### config.mk
export PLATFORM = sky130hd
export DESIGN_NAME = bnkrf_top
export DESIGN_NICKNAME = d
export VERILOG_FILES = /design/src/logic/bnkrf_pkg.sv /design/src/logic/bnkrf_psr_if.sv /design/src/logic/bnkrf_psr.sv /design/src/logic/bnkrf_top.sv
export SDC_FILE = /design/constraint.sdc
export NUM_CORES = 2
export LEC_CHECK = 0
export BUFFER_PORTS_ARGS = -buffer_cell sky130_fd_sc_hd__buf_2
export CAP_MARGIN = 40
export CORE_MARGIN = 8
export CORE_UTILIZATION = 30
export DETAILED_ROUTE_END_ITERATION = 7
export PLACE_DENSITY = 0.5
export SLEW_MARGIN = 0
export SYNTH_ARGS = -nofsm -noshare
export SYNTH_HDL_FRONTEND = slang
export SYNTH_SLANG_ARGS = --single-unit
### constraint.sdc
create_clock -name clk -period 9.9 [get_ports clk]
set_clock_uncertainty 0.2 [all_clocks]
set_input_delay 0.99 -clock clk [delete_from_list [all_inputs] [get_ports clk]]
set_output_delay 0.99 -clock clk [all_outputs]
set_load 0.02 [all_outputs]
### src/logic/bnkrf_pkg.sv
// constants for the banked register file and status words
// assumes one core clock and a synchronous active-high reset
// Notes on behaviour
// - compact state reaches r0-r7, pc, sp, lr and the current word directly
// - each privileged mode except system banks its own sp, lr and saved word by mode field
// - exactly one current status word and five saved words exist
// - compact state reaches r8-r12 only through special move, compare, add forms
// - unused status bits read back and write as stored
// - flags follow alu results, status writes and load-multiple
// - word state conditions every op; compact state conditions only branches
// - saturation flag sticks until a status write or an exception return clears it; never a condition
// - low eight bits hold masks, state bit and mode field
// - control bits change on exceptions; only privileged writes change them, except the state bit, which t_we sets in any mode
// - normal interrupt ignored while its mask bit is one
// - fast interrupt ignored while its mask bit is one
// - state bit is one in compact state, zero in word state
// - state bit drives the state indicator pin continuously
// - user 10000 and system 11111 use unbanked r0-r14, no saved word
// - mode 10001 banks r8-r14 and has its own saved word
// - mode 10010 banks r13, r14 and has its own saved word
// - modes 10011, 10111, 11011 bank r13, r14 and a saved word
// - an undefined mode code may wedge the core until reset
// - processor state is kept before a handler starts
// - simultaneous exceptions are taken in one fixed priority
// - exception entry copies current word into the target saved word
// - reset gives supervisor mode, both masks set, state bit clear
package bnkrf_pkg;
   localparam logic [7:0] OFF_CSW = 8'h00;
   localparam logic [7:0] OFF_SSW = 8'h04;
   localparam int BIT_N = 31;
   localparam int BIT_Z = 30;
   localparam int BIT_C = 29;
   localparam int BIT_V = 28;
   localparam int BIT_Q = 27;
   localparam int BIT_I = 7;
   localparam int BIT_F = 6;
   localparam int BIT_T = 5;
   localparam logic [4:0] MODE_USR = 5'h10;
   localparam logic [4:0] MODE_FIQ = 5'h11;
   localparam logic [4:0] MODE_IRQ = 5'h12;
   localparam logic [4:0] MODE_SVC = 5'h13;
   localparam logic [4:0] MODE_ABT = 5'h17;
   localparam logic [4:0] MODE_UND = 5'h1B;
   localparam logic [4:0] MODE_SYS = 5'h1F;
   localparam logic [31:0] CSW_RST = 32'h0000_00D3;
   localparam int NUM_SSW = 5;
   localparam logic [2:0] SLOT_NONE = 3'h7;
   // exception request bit positions, highest priority first
   localparam int EXC_DABT = 0;
   localparam int EXC_FIQ = 1;
   localparam int EXC_IRQ = 2;
   localparam int EXC_PABT = 3;
   localparam int EXC_UND = 4;
   localparam int EXC_SWI = 5;
   localparam int NUM_EXC = 6;
   localparam int NUM_PHYS = 31;
   localparam logic [4:0] IDX_PC = 5'h0F;
endpackage : bnkrf_pkg

### src/logic/bnkrf_psr_if.sv
// status word carrier between the register file top and the status unit
// assumes both ends run on the same core clock
interface bnkrf_psr_if;
   logic [31:0] current_status_word;
   logic [31:0] saved_status_word_cur;
   logic saved_status_word_ok;
   logic flag_we;
   logic [3:0] flag_val;
   logic q_set;
   logic psr_we;
   logic psr_saved_status_word;
   logic [3:0] psr_mask;
   logic [31:0] psr_data;
   logic [5:0] exc_req;
   logic exc_ret;
   logic t_we;
   logic t_val;
   logic exc_taken;
   logic [4:0] exc_mode;
   modport unit (output current_status_word, saved_status_word_cur, saved_status_word_ok, exc_taken, exc_mode,
      input flag_we, flag_val, q_set, psr_we, psr_saved_status_word, psr_mask, psr_data,
      exc_req, exc_ret, t_we, t_val);
   modport core (input current_status_word, saved_status_word_cur, saved_status_word_ok, exc_taken, exc_mode,
      output flag_we, flag_val, q_set, psr_we, psr_saved_status_word, psr_mask, psr_data,
      exc_req, exc_ret, t_we, t_val);
endinterface : bnkrf_psr_if

### src/logic/bnkrf_psr.sv
// current status word, five saved words and exception entry
// assumes requests arrive synchronous to clk from the core top
module bnkrf_psr (
   input wire logic clk,
   input wire logic sys_rst,
   bnkrf_psr_if.unit pif
);
   logic [31:0] current_status_word_r;
   logic [31:0] current_status_word_nxt;
   logic [31:0] saved_status_word_r [0:bnkrf_pkg::NUM_SSW-1];
   logic [5:0] req_live;
   logic [4:0] tgt_mode;
   logic hit;

   // saved word slot of a mode, none for user and system
   function automatic logic [2:0] slot_of(input logic [4:0] m);
      case (m)
         bnkrf_pkg::MODE_FIQ: slot_of = 3'h0;
         bnkrf_pkg::MODE_IRQ: slot_of = 3'h1;
         bnkrf_pkg::MODE_SVC: slot_of = 3'h2;
         bnkrf_pkg::MODE_ABT: slot_of = 3'h3;
         bnkrf_pkg::MODE_UND: slot_of = 3'h4;
         default: slot_of = bnkrf_pkg::SLOT_NONE;
      endcase
   endfunction : slot_of

   // byte-lane merge for status writes
   function automatic logic [31:0] merge(input logic [31:0] o, input logic [31:0] n,
         input logic [3:0] m);
      merge = o;
      for (int b = 0; b < 4; b++) begin
         if (m[b]) begin
            merge[8*b +: 8] = n[8*b +: 8];
         end
      end
   endfunction : merge

   wire logic [2:0] cur_slot = slot_of(current_status_word_r[4:0]);
   wire logic priv = current_status_word_r[4:0] != bnkrf_pkg::MODE_USR;
   wire logic [3:0] csw_mask = {pif.psr_mask[3:1], pif.psr_mask[0] & priv};
   wire logic [2:0] tgt_slot = slot_of(tgt_mode);
   assign pif.saved_status_word_ok = cur_slot != bnkrf_pkg::SLOT_NONE;
   assign pif.saved_status_word_cur = pif.saved_status_word_ok ? saved_status_word_r[cur_slot] : 32'h0000_0000;
   assign pif.current_status_word = current_status_word_r;
   assign pif.exc_taken = hit;
   assign pif.exc_mode = tgt_mode;

   // masks gate interrupts, then the fixed order picks one
   always_comb begin
      req_live = pif.exc_req;
      req_live[bnkrf_pkg::EXC_FIQ] = pif.exc_req[bnkrf_pkg::EXC_FIQ]
         & ~current_status_word_r[bnkrf_pkg::BIT_F];
      req_live[bnkrf_pkg::EXC_IRQ] = pif.exc_req[bnkrf_pkg::EXC_IRQ]
         & ~current_status_word_r[bnkrf_pkg::BIT_I];
      hit = |req_live;
      if (req_live[bnkrf_pkg::EXC_DABT] || req_live[bnkrf_pkg::EXC_PABT]) begin
         tgt_mode = req_live[bnkrf_pkg::EXC_DABT] || !req_live[bnkrf_pkg::EXC_FIQ]
            && !req_live[bnkrf_pkg::EXC_IRQ] ? bnkrf_pkg::MODE_ABT
            : req_live[bnkrf_pkg::EXC_FIQ] ? bnkrf_pkg::MODE_FIQ : bnkrf_pkg::MODE_IRQ;
      end else if (req_live[bnkrf_pkg::EXC_FIQ]) begin
         tgt_mode = bnkrf_pkg::MODE_FIQ;
      end else if (req_live[bnkrf_pkg::EXC_IRQ]) begin
         tgt_mode = bnkrf_pkg::MODE_IRQ;
      end else if (req_live[bnkrf_pkg::EXC_UND]) begin
         tgt_mode = bnkrf_pkg::MODE_UND;
      end else begin
         tgt_mode = bnkrf_pkg::MODE_SVC;
      end
   end

   // next current word: entry, return, write, then flag updates
   always_comb begin
      current_status_word_nxt = current_status_word_r;
      if (hit) begin
         current_status_word_nxt[4:0] = tgt_mode;
         current_status_word_nxt[bnkrf_pkg::BIT_T] = 1'b0;
         current_status_word_nxt[bnkrf_pkg::BIT_I] = 1'b1;
         if (tgt_mode == bnkrf_pkg::MODE_FIQ) begin
            current_status_word_nxt[bnkrf_pkg::BIT_F] = 1'b1;
         end
      end else if (pif.exc_ret && pif.saved_status_word_ok) begin
         current_status_word_nxt = pif.saved_status_word_cur;
      end else if (pif.psr_we && !pif.psr_saved_status_word) begin
         current_status_word_nxt = merge(current_status_word_r, pif.psr_data, csw_mask);
      end else begin
         if (pif.t_we) begin
            current_status_word_nxt[bnkrf_pkg::BIT_T] = pif.t_val;
         end
         if (pif.flag_we) begin
            current_status_word_nxt[31:28] = pif.flag_val;
         end
      end
      if (pif.q_set) begin
         current_status_word_nxt[bnkrf_pkg::BIT_Q] = 1'b1;
      end
   end

   always_ff @(posedge clk) begin
      if (sys_rst) begin
         current_status_word_r <= bnkrf_pkg::CSW_RST;
      end else begin
         current_status_word_r <= current_status_word_nxt;
      end
   end

   // saved words: entry copy wins over a status write
   always_ff @(posedge clk) begin
      if (sys_rst) begin
         for (int i = 0; i < bnkrf_pkg::NUM_SSW; i++) begin
            saved_status_word_r[i] <= 32'h0000_0000;
         end
      end else if (hit) begin
         saved_status_word_r[tgt_slot] <= current_status_word_r;
      end else if (pif.psr_we && pif.psr_saved_status_word && pif.saved_status_word_ok) begin
         saved_status_word_r[cur_slot] <= merge(saved_status_word_r[cur_slot], pif.psr_data, pif.psr_mask);
      end
   end

   a_entry_saves: assert property (@(posedge clk) disable iff (sys_rst)
      hit |=> saved_status_word_r[slot_of(current_status_word_r[4:0])] == $past(current_status_word_r))
      else $error("saved word not loaded on entry");
   a_q_sticky: assert property (@(posedge clk) disable iff (sys_rst)
      current_status_word_r[bnkrf_pkg::BIT_Q] && !pif.psr_we && !hit && !pif.exc_ret
      |=> current_status_word_r[bnkrf_pkg::BIT_Q])
      else $error("saturation flag dropped");
   a_user_ctrl: assert property (@(posedge clk) disable iff (sys_rst)
      pif.psr_we && !pif.psr_saved_status_word && !hit && !pif.exc_ret && !priv
      |=> current_status_word_r[7:0] == $past(current_status_word_r[7:0]))
      else $error("user write changed control bits");
   a_irq_mask: assert property (@(posedge clk) disable iff (sys_rst)
      current_status_word_r[bnkrf_pkg::BIT_I] && pif.exc_req == 6'h04 |-> !hit)
      else $error("masked normal interrupt taken");
   a_fiq_mask: assert property (@(posedge clk) disable iff (sys_rst)
      current_status_word_r[bnkrf_pkg::BIT_F] && pif.exc_req == 6'h02 |-> !hit)
      else $error("masked fast interrupt taken");
endmodule : bnkrf_psr

### src/logic/bnkrf_top.sv
// banked general registers, status words and software register port
// assumes decode drives requests on clk; register port reads answer next cycle
module bnkrf_top (
   input wire logic clk,
   input wire logic sys_rst,
   input wire logic [7:0] reg_addr,
   input wire logic [31:0] reg_wdata,
   input wire logic reg_wr,
   input wire logic reg_rd,
   output logic [31:0] reg_rdata,
   input wire logic [3:0] ra_addr,
   output logic [31:0] ra_data,
   input wire logic [3:0] rb_addr,
   output logic [31:0] rb_data,
   input wire logic rw_en,
   input wire logic [3:0] rw_addr,
   input wire logic [31:0] rw_data,
   input wire logic hi_ok,
   output logic access_err,
   output logic [31:0] pc_out,
   input wire logic flag_we,
   input wire logic [3:0] flag_val,
   input wire logic q_set,
   input wire logic status_write_op,
   input wire logic msr_saved_status_word,
   input wire logic [3:0] msr_mask,
   input wire logic [31:0] msr_data,
   input wire logic [5:0] exc_req,
   input wire logic exc_ret,
   input wire logic t_we,
   input wire logic t_val,
   input wire logic [3:0] cond,
   input wire logic is_branch,
   output logic cond_ok,
   output logic exc_taken,
   output logic [4:0] exc_mode,
   output logic [4:0] cur_mode,
   output logic irq_mask,
   output logic fiq_mask,
   output logic state_indicator_out,
   output logic [31:0] csw_out,
   output logic [31:0] ssw_out
);
   bnkrf_psr_if pif ();

   logic [31:0] gpr_r [0:bnkrf_pkg::NUM_PHYS-1];
   logic [31:0] reg_rdata_r;
   logic [31:0] reg_rdata_nxt;

   // physical slot of an architectural register in a given mode
   function automatic logic [4:0] phys_idx(input logic [3:0] a, input logic [4:0] m);
      logic [4:0] base;
      base = 5'h00;
      case (m)
         bnkrf_pkg::MODE_IRQ: base = 5'h17;
         bnkrf_pkg::MODE_SVC: base = 5'h19;
         bnkrf_pkg::MODE_ABT: base = 5'h1B;
         bnkrf_pkg::MODE_UND: base = 5'h1D;
         default: base = 5'h00;
      endcase
      if (m == bnkrf_pkg::MODE_FIQ && a >= 4'h8 && a <= 4'hE) begin
         phys_idx = 5'h10 + {1'b0, a} - 5'h08;
      end else if (base != 5'h00 && a >= 4'hD && a <= 4'hE) begin
         phys_idx = base + {1'b0, a} - 5'h0D;
      end else begin
         phys_idx = {1'b0, a};
      end
   endfunction : phys_idx

   // compact state hides r8-r12 unless the op is a high-register form
   function automatic logic hidden(input logic [3:0] a, input logic t, input logic h);
      hidden = t && !h && a >= 4'h8 && a <= 4'hC;
   endfunction : hidden

   // condition code test on n, z, c, v; saturation flag never enters
   function automatic logic cond_pass(input logic [3:0] c, input logic [3:0] f);
      logic n;
      logic z;
      logic cy;
      logic v;
      logic r;
      n = f[3];
      z = f[2];
      cy = f[1];
      v = f[0];
      case (c[3:1])
         3'h0: r = z;
         3'h1: r = cy;
         3'h2: r = n;
         3'h3: r = v;
         3'h4: r = cy && !z;
         3'h5: r = n == v;
         3'h6: r = !z && n == v;
         default: r = 1'b1;
      endcase
      cond_pass = c == 4'hF ? 1'b0 : (c[0] && c[3:1] != 3'h7 ? !r : r);
   endfunction : cond_pass

   // current mode and state from the status unit
   wire logic [4:0] mode = pif.current_status_word[4:0];
   wire logic tstate = pif.current_status_word[bnkrf_pkg::BIT_T];
   wire logic [4:0] ra_phys = phys_idx(ra_addr, mode);
   wire logic [4:0] rb_phys = phys_idx(rb_addr, mode);
   wire logic [4:0] rw_phys = phys_idx(rw_addr, mode);
   wire logic ra_hide = hidden(ra_addr, tstate, hi_ok);
   wire logic rb_hide = hidden(rb_addr, tstate, hi_ok);
   wire logic rw_hide = rw_en && hidden(rw_addr, tstate, hi_ok);
   wire logic rw_ok = rw_en && !rw_hide;

   // register port decode
   wire logic bus_csw = reg_addr == bnkrf_pkg::OFF_CSW;
   wire logic bus_ssw = reg_addr == bnkrf_pkg::OFF_SSW;
   wire logic bus_psr_we = reg_wr && (bus_csw || bus_ssw);

   // core status writes take the port before software writes
   assign pif.flag_we = flag_we;
   assign pif.flag_val = flag_val;
   assign pif.q_set = q_set;
   assign pif.psr_we = status_write_op || bus_psr_we;
   assign pif.psr_saved_status_word = status_write_op ? msr_saved_status_word : bus_ssw;
   assign pif.psr_mask = status_write_op ? msr_mask : 4'hF;
   assign pif.psr_data = status_write_op ? msr_data : reg_wdata;
   assign pif.exc_req = exc_req;
   assign pif.exc_ret = exc_ret;
   assign pif.t_we = t_we;
   assign pif.t_val = t_val;

   bnkrf_psr u_psr (
      .clk(clk),
      .sys_rst(sys_rst),
      .pif(pif)
   );

   // combinational read ports off banked storage
   assign ra_data = ra_hide ? 32'h0000_0000 : gpr_r[ra_phys];
   assign rb_data = rb_hide ? 32'h0000_0000 : gpr_r[rb_phys];
   assign access_err = ra_hide || rb_hide || rw_hide;
   assign pc_out = gpr_r[bnkrf_pkg::IDX_PC];

   // compact state lets only branches be conditional
   assign cond_ok = tstate && !is_branch ? 1'b1 : cond_pass(cond, pif.current_status_word[31:28]);

   // status views
   assign csw_out = pif.current_status_word;
   assign ssw_out = pif.saved_status_word_cur;
   assign cur_mode = mode;
   assign irq_mask = pif.current_status_word[bnkrf_pkg::BIT_I];
   assign fiq_mask = pif.current_status_word[bnkrf_pkg::BIT_F];
   assign state_indicator_out = tstate;
   assign exc_taken = pif.exc_taken;
   assign exc_mode = pif.exc_mode;

   // register file write port
   always_ff @(posedge clk) begin
      if (sys_rst) begin
         for (int i = 0; i < bnkrf_pkg::NUM_PHYS; i++) begin
            gpr_r[i] <= 32'h0000_0000;
         end
      end else if (rw_ok) begin
         gpr_r[rw_phys] <= rw_data;
      end
   end

   // read answer for the register port
   assign reg_rdata_nxt = !reg_rd ? 32'h0000_0000
      : bus_csw ? pif.current_status_word
      : bus_ssw ? pif.saved_status_word_cur
      : 32'h0000_0000;

   always_ff @(posedge clk) begin
      if (sys_rst) begin
         reg_rdata_r <= 32'h0000_0000;
      end else begin
         reg_rdata_r <= reg_rdata_nxt;
      end
   end

   assign reg_rdata = reg_rdata_r;

   // checks on banking, visibility, conditions, port reads, entry and reset
   a_fiq_bank: assert property (@(posedge clk) disable iff (sys_rst)
      mode == bnkrf_pkg::MODE_FIQ && rw_ok && rw_addr == 4'h8
      |=> gpr_r[5'h10] == $past(rw_data))
      else $error("fast mode r8 not banked");
   a_svc_shared: assert property (@(posedge clk) disable iff (sys_rst)
      mode == bnkrf_pkg::MODE_SVC && ra_addr == 4'hC |-> ra_phys == 5'h0C)
      else $error("supervisor r12 not shared");
   a_irq_lr: assert property (@(posedge clk) disable iff (sys_rst)
      mode == bnkrf_pkg::MODE_IRQ && rb_addr == 4'hE |-> rb_phys == 5'h18)
      else $error("normal interrupt lr not banked");
   a_user_flat: assert property (@(posedge clk) disable iff (sys_rst)
      (mode == bnkrf_pkg::MODE_USR || mode == bnkrf_pkg::MODE_SYS)
      |-> ra_phys == {1'b0, ra_addr} && !pif.saved_status_word_ok)
      else $error("user or system mode banked");
   a_compact_hide: assert property (@(posedge clk) disable iff (sys_rst)
      tstate && !hi_ok && ra_addr == 4'h9 |-> ra_data == 32'h0000_0000 && access_err)
      else $error("hidden high register visible");
   a_cond_compact: assert property (@(posedge clk) disable iff (sys_rst)
      tstate && !is_branch |-> cond_ok)
      else $error("compact op conditioned");
   a_reset_state: assert property (@(posedge clk)
      $fell(sys_rst) |-> cur_mode == bnkrf_pkg::MODE_SVC && irq_mask && fiq_mask
      && !state_indicator_out)
      else $error("bad state after reset");
   a_read_next: assert property (@(posedge clk) disable iff (sys_rst)
      reg_rd && bus_csw |=> reg_rdata == $past(pif.current_status_word))
      else $error("status read wrong");
   a_entry_mode: assert property (@(posedge clk) disable iff (sys_rst)
      exc_taken |=> cur_mode == $past(exc_mode) && !state_indicator_out)
      else $error("entry did not switch mode");
endmodule : bnkrf_top

==> impl_metrics.toml <==
[cells_and_area]
multiInputGateArea_um2 = 29100
syn_to_final_growth_pct = 15.0
fillers = 23680
drive_above_1_share_pct = 11.2
final_cell_mix = "nand2_1 (1942), edfxtp_1 (1265), and2_1 (1007)"
ff_latch_area_um2 = 39300
final_common_cell = "nand2_1"
fin_util_pct = 34.6
stdcell_area_um2 = 81300
final_net_count = 7720

[clock_tree]
htreeDepth = 4
cts_setup_buffers = 0
clkLatencyLatePin_ns = 0.85
cts_resized = 0
cts.sinks = 1329
cts_tree = "done"
path_clk_slew_ns = 0.06
root_buffer = "clkbuf_16"
ctsHoldBuffers = 0
clk_path_buf_depth = 3
cts_buffers = 152

[sta]
finalMaxSlewViolations = 0
setup_viol_count_final = 0
period_share_pct = 78.0
tightestPinTransition_ns = 1.14
hold_violations = 0
slew_headroom_pct = 24.0
tns_ns = 0
fin_crit_ns = 7.73
max_freq_mhz = 129
rsz0062_at_grt = "no"

[power_and_ir_drop]
powerDensity_nw_per_um2 = 179
p_int_mw = 10.0
clockPowerShare_pct = 37.9
p_switching_mw = 4.55
seqPwrFrac_pct = 44.5
power.leakage_nw = 30.1
netSwitchingFraction_pct = 31.2
combPwrFrac_pct = 17.5
ir_worst_vdd_mv = 0.129

[worst_setup_path]
crit_chain = "nand2_4 > nor3_2 > inv_1 > ha_1 > inv_1 > ha_1 > fa_1 > xnor2_1 > a211oi_1 > a31oi_1 > nand2_2 > buf_4 > a31oi_1 > a31oi_1 > nand3_1 > buf_2"
r2r_cells = 13
critical_path_class = "reg -> out"
crit_slowest_cell = "dfxtp_1"
critPathBufInv = 4
cp_common_cell = "a31oi_1"
cp.required_ns = 8.71
slowest_delay_ns = 0.74
cp.depth = 16
worst_path_dominant_cell_family = "simple AND/OR/NAND/NOR gates"
crit_path_start_kind = "flop"
cp_max_fo = 18
cp-end-kind = "output pin"
cp.arrival_ns = 6.54

[drt]
num_vias = 60568
drt_pass1_iterations = 6
vias_per_cell = 5.58
wl_per_cell_um = 29.3
wirelength_um = 318000
drt.antenna.violating_nets = 0
detail_route.iter0.violations = 8145
remaining_drc_errors = 0

[floorplan]
initial_utilization_pct = 30.1
fp-row-count = 178
coreArea_um2 = 235000
fp.dieW_um = 501
fp.dieH_um = 501
die_area_um2 = 251000
ioPinCount = 356

[job]
cap_violations = 0

[yosys]
synth_area_um2 = 70700
synth_edf_count = 1265
synth_seq_cells = 1329
ys_types = 75
postSynthCellCount = 7484
synth_flop_cell = "edfxtp_1"
syn_area_per_cell_um2 = 9.45
ys_seq_area_share_pct = 55.5
yosys_warnings = 0
synth-async-reset-ratio_pct = 0

[grt]
track_usage_pct = 24.2
antenna_found_initial = 51
grt_pass1_wl_um = 440000
grt_util_met1_pct = 31.5
grt.met3_usage_pct = 5.16
busiest_layer = "met2"
grt_pass1_vias = 56926
grt_max_degree = 168
grt_overflow = 0
grt_use_met2_pct = 37.5

[placed_design]
hpwl_um = 187000
port_buffers = 354
placed_cell_area_um2 = 76400
routabilityCongestion = 0.923

[worst_hold_path]
hold_depth = 3
hp-class = "in -> reg"

[status]
status = "finished clean"
[routing by layer]
layer,wire length [µm],vias up
met5,26,-
met4,19800,4
met1,125000,29765
li1,-,26243
met3,32900,804
met2,141000,3752
[flip-flops by register name, summed over array words and instances (netlist names)]
signal,cells
u_psr.saved_status_word_r,241
gpr_r,1024
u_psr.pif.current_status_word,32
reg_rdata,32
[area by class of cell]
type,count,share of cell area (%)
clock inverters,68,0.931
inverters,61,0.282
well taps,3150,4.85
clock buffers,195,4.92
flip-flops and latches,1329,48.3
multi-input cells,5485,35.8
repair buffers,522,4.80
diodes,42,0.129
[worst reg2reg max path, cell delays in order (launching register included)]
cell and delay [ns]:
dfxtp_1 0.67, and2b_4 0.28, o21ai_1 0.29, nand3_1 0.26
ha_1 0.29, inv_1 0.06, ha_1 0.20, fa_1 0.41
o21ai_1 0.42, nand4_1 0.50, nor2_4 0.19, buf_4 0.65
or2_2 0.52, buf_4 0.69
[power groups by stage]
stage	sequential [mW]	combinational, mW	clock [mW]
final	6.49	2.56	5.52
after global routing	6.51	2.67	5.77
after CTS	6.48	2.52	5.59
after detailed placement	6.60	2.51	0
after global placement	6.60	2.45	0
after floorplan	6.57	1.35	0
[cells in the mapped netlist, types with 33 or more instances]
| cell | n | area share [%] |
|---|---|---|
| buf_2 | 177 | 1.3 |
| nor2_1 | 284 | 1.5 |
| a21oi_1 | 360 | 2.5 |
| o21ai_0 | 71 | 0.50 |
| clkbuf_1 | 391 | 2.1 |
| buf_1 | 82 | 0.44 |
| dfxtp_1 | 64 | 1.8 |
| or2_2 | 33 | 0.29 |
| a22o_1 | 38 | 0.47 |
| o221ai_1 | 60 | 0.74 |
| nand4_1 | 190 | 1.7 |
| and2_1 | 1010 | 8.9 |
| edfxtp_1 | 1265 | 54 |
| mux2i_1 | 71 | 1.0 |
| nand2_1 | 1946 | 10 |
| inv_1 | 61 | 0.32 |
| nand3_1 | 660 | 4.7 |
| a31oi_1 | 161 | 1.4 |
| a22oi_1 | 209 | 2.2 |
[cell families after synthesis]
| group | after synthesis | synth area share, % |
|---|---|---|
| simple gates | 4230 | 28.5 |
| flops | 1329 | 55.5 |
| compound gates | 1054 | 9.72 |
| buf+inv | 750 | 4.43 |
| mux | 81 | 1.20 |
| fa+ha+maj | 21 | 0.403 |
| xor+xnor | 17 | 0.211 |
| other cells | 2 | 0.0106 |
[path summary, 6_finish.rpt]
kind / startpoint / to / slack, ns
setup / recovery: u_psr.pif.current_status_word[4]$_SDFFE_PP1P_ / rb_data[3] / 2.17
hold / removal: q_set / u_psr.pif.current_status_word[27]$_SDFFE_PP0P_ / 0.20
setup reg to reg: u_psr.pif.current_status_word[0]$_SDFFE_PP1P_ / gpr_r[24][5]$_SDFFCE_PN0P_ / 3.83
hold reg to reg: u_psr.pif.current_status_word[11]$_SDFFE_PP0P_ / u_psr.pif.current_status_word[11]$_SDFFE_PP0P_ / 0.30
[through the flow]
stage	hold slack, ns	power (mW)	worst slack (ns)	instances
floorplan	0.354	7.92	4.39	7564
global placement	0.273	9.05	3.05	10500
detailed placement	0.279	9.11	3.00	10547
CTS	0.140	14.6	2.09	10810
global route	0.192	15.0	1.98	10836
finish	0.196	14.6	2.17	10852
Note: power is estimated with default switching activity, not from simulation.
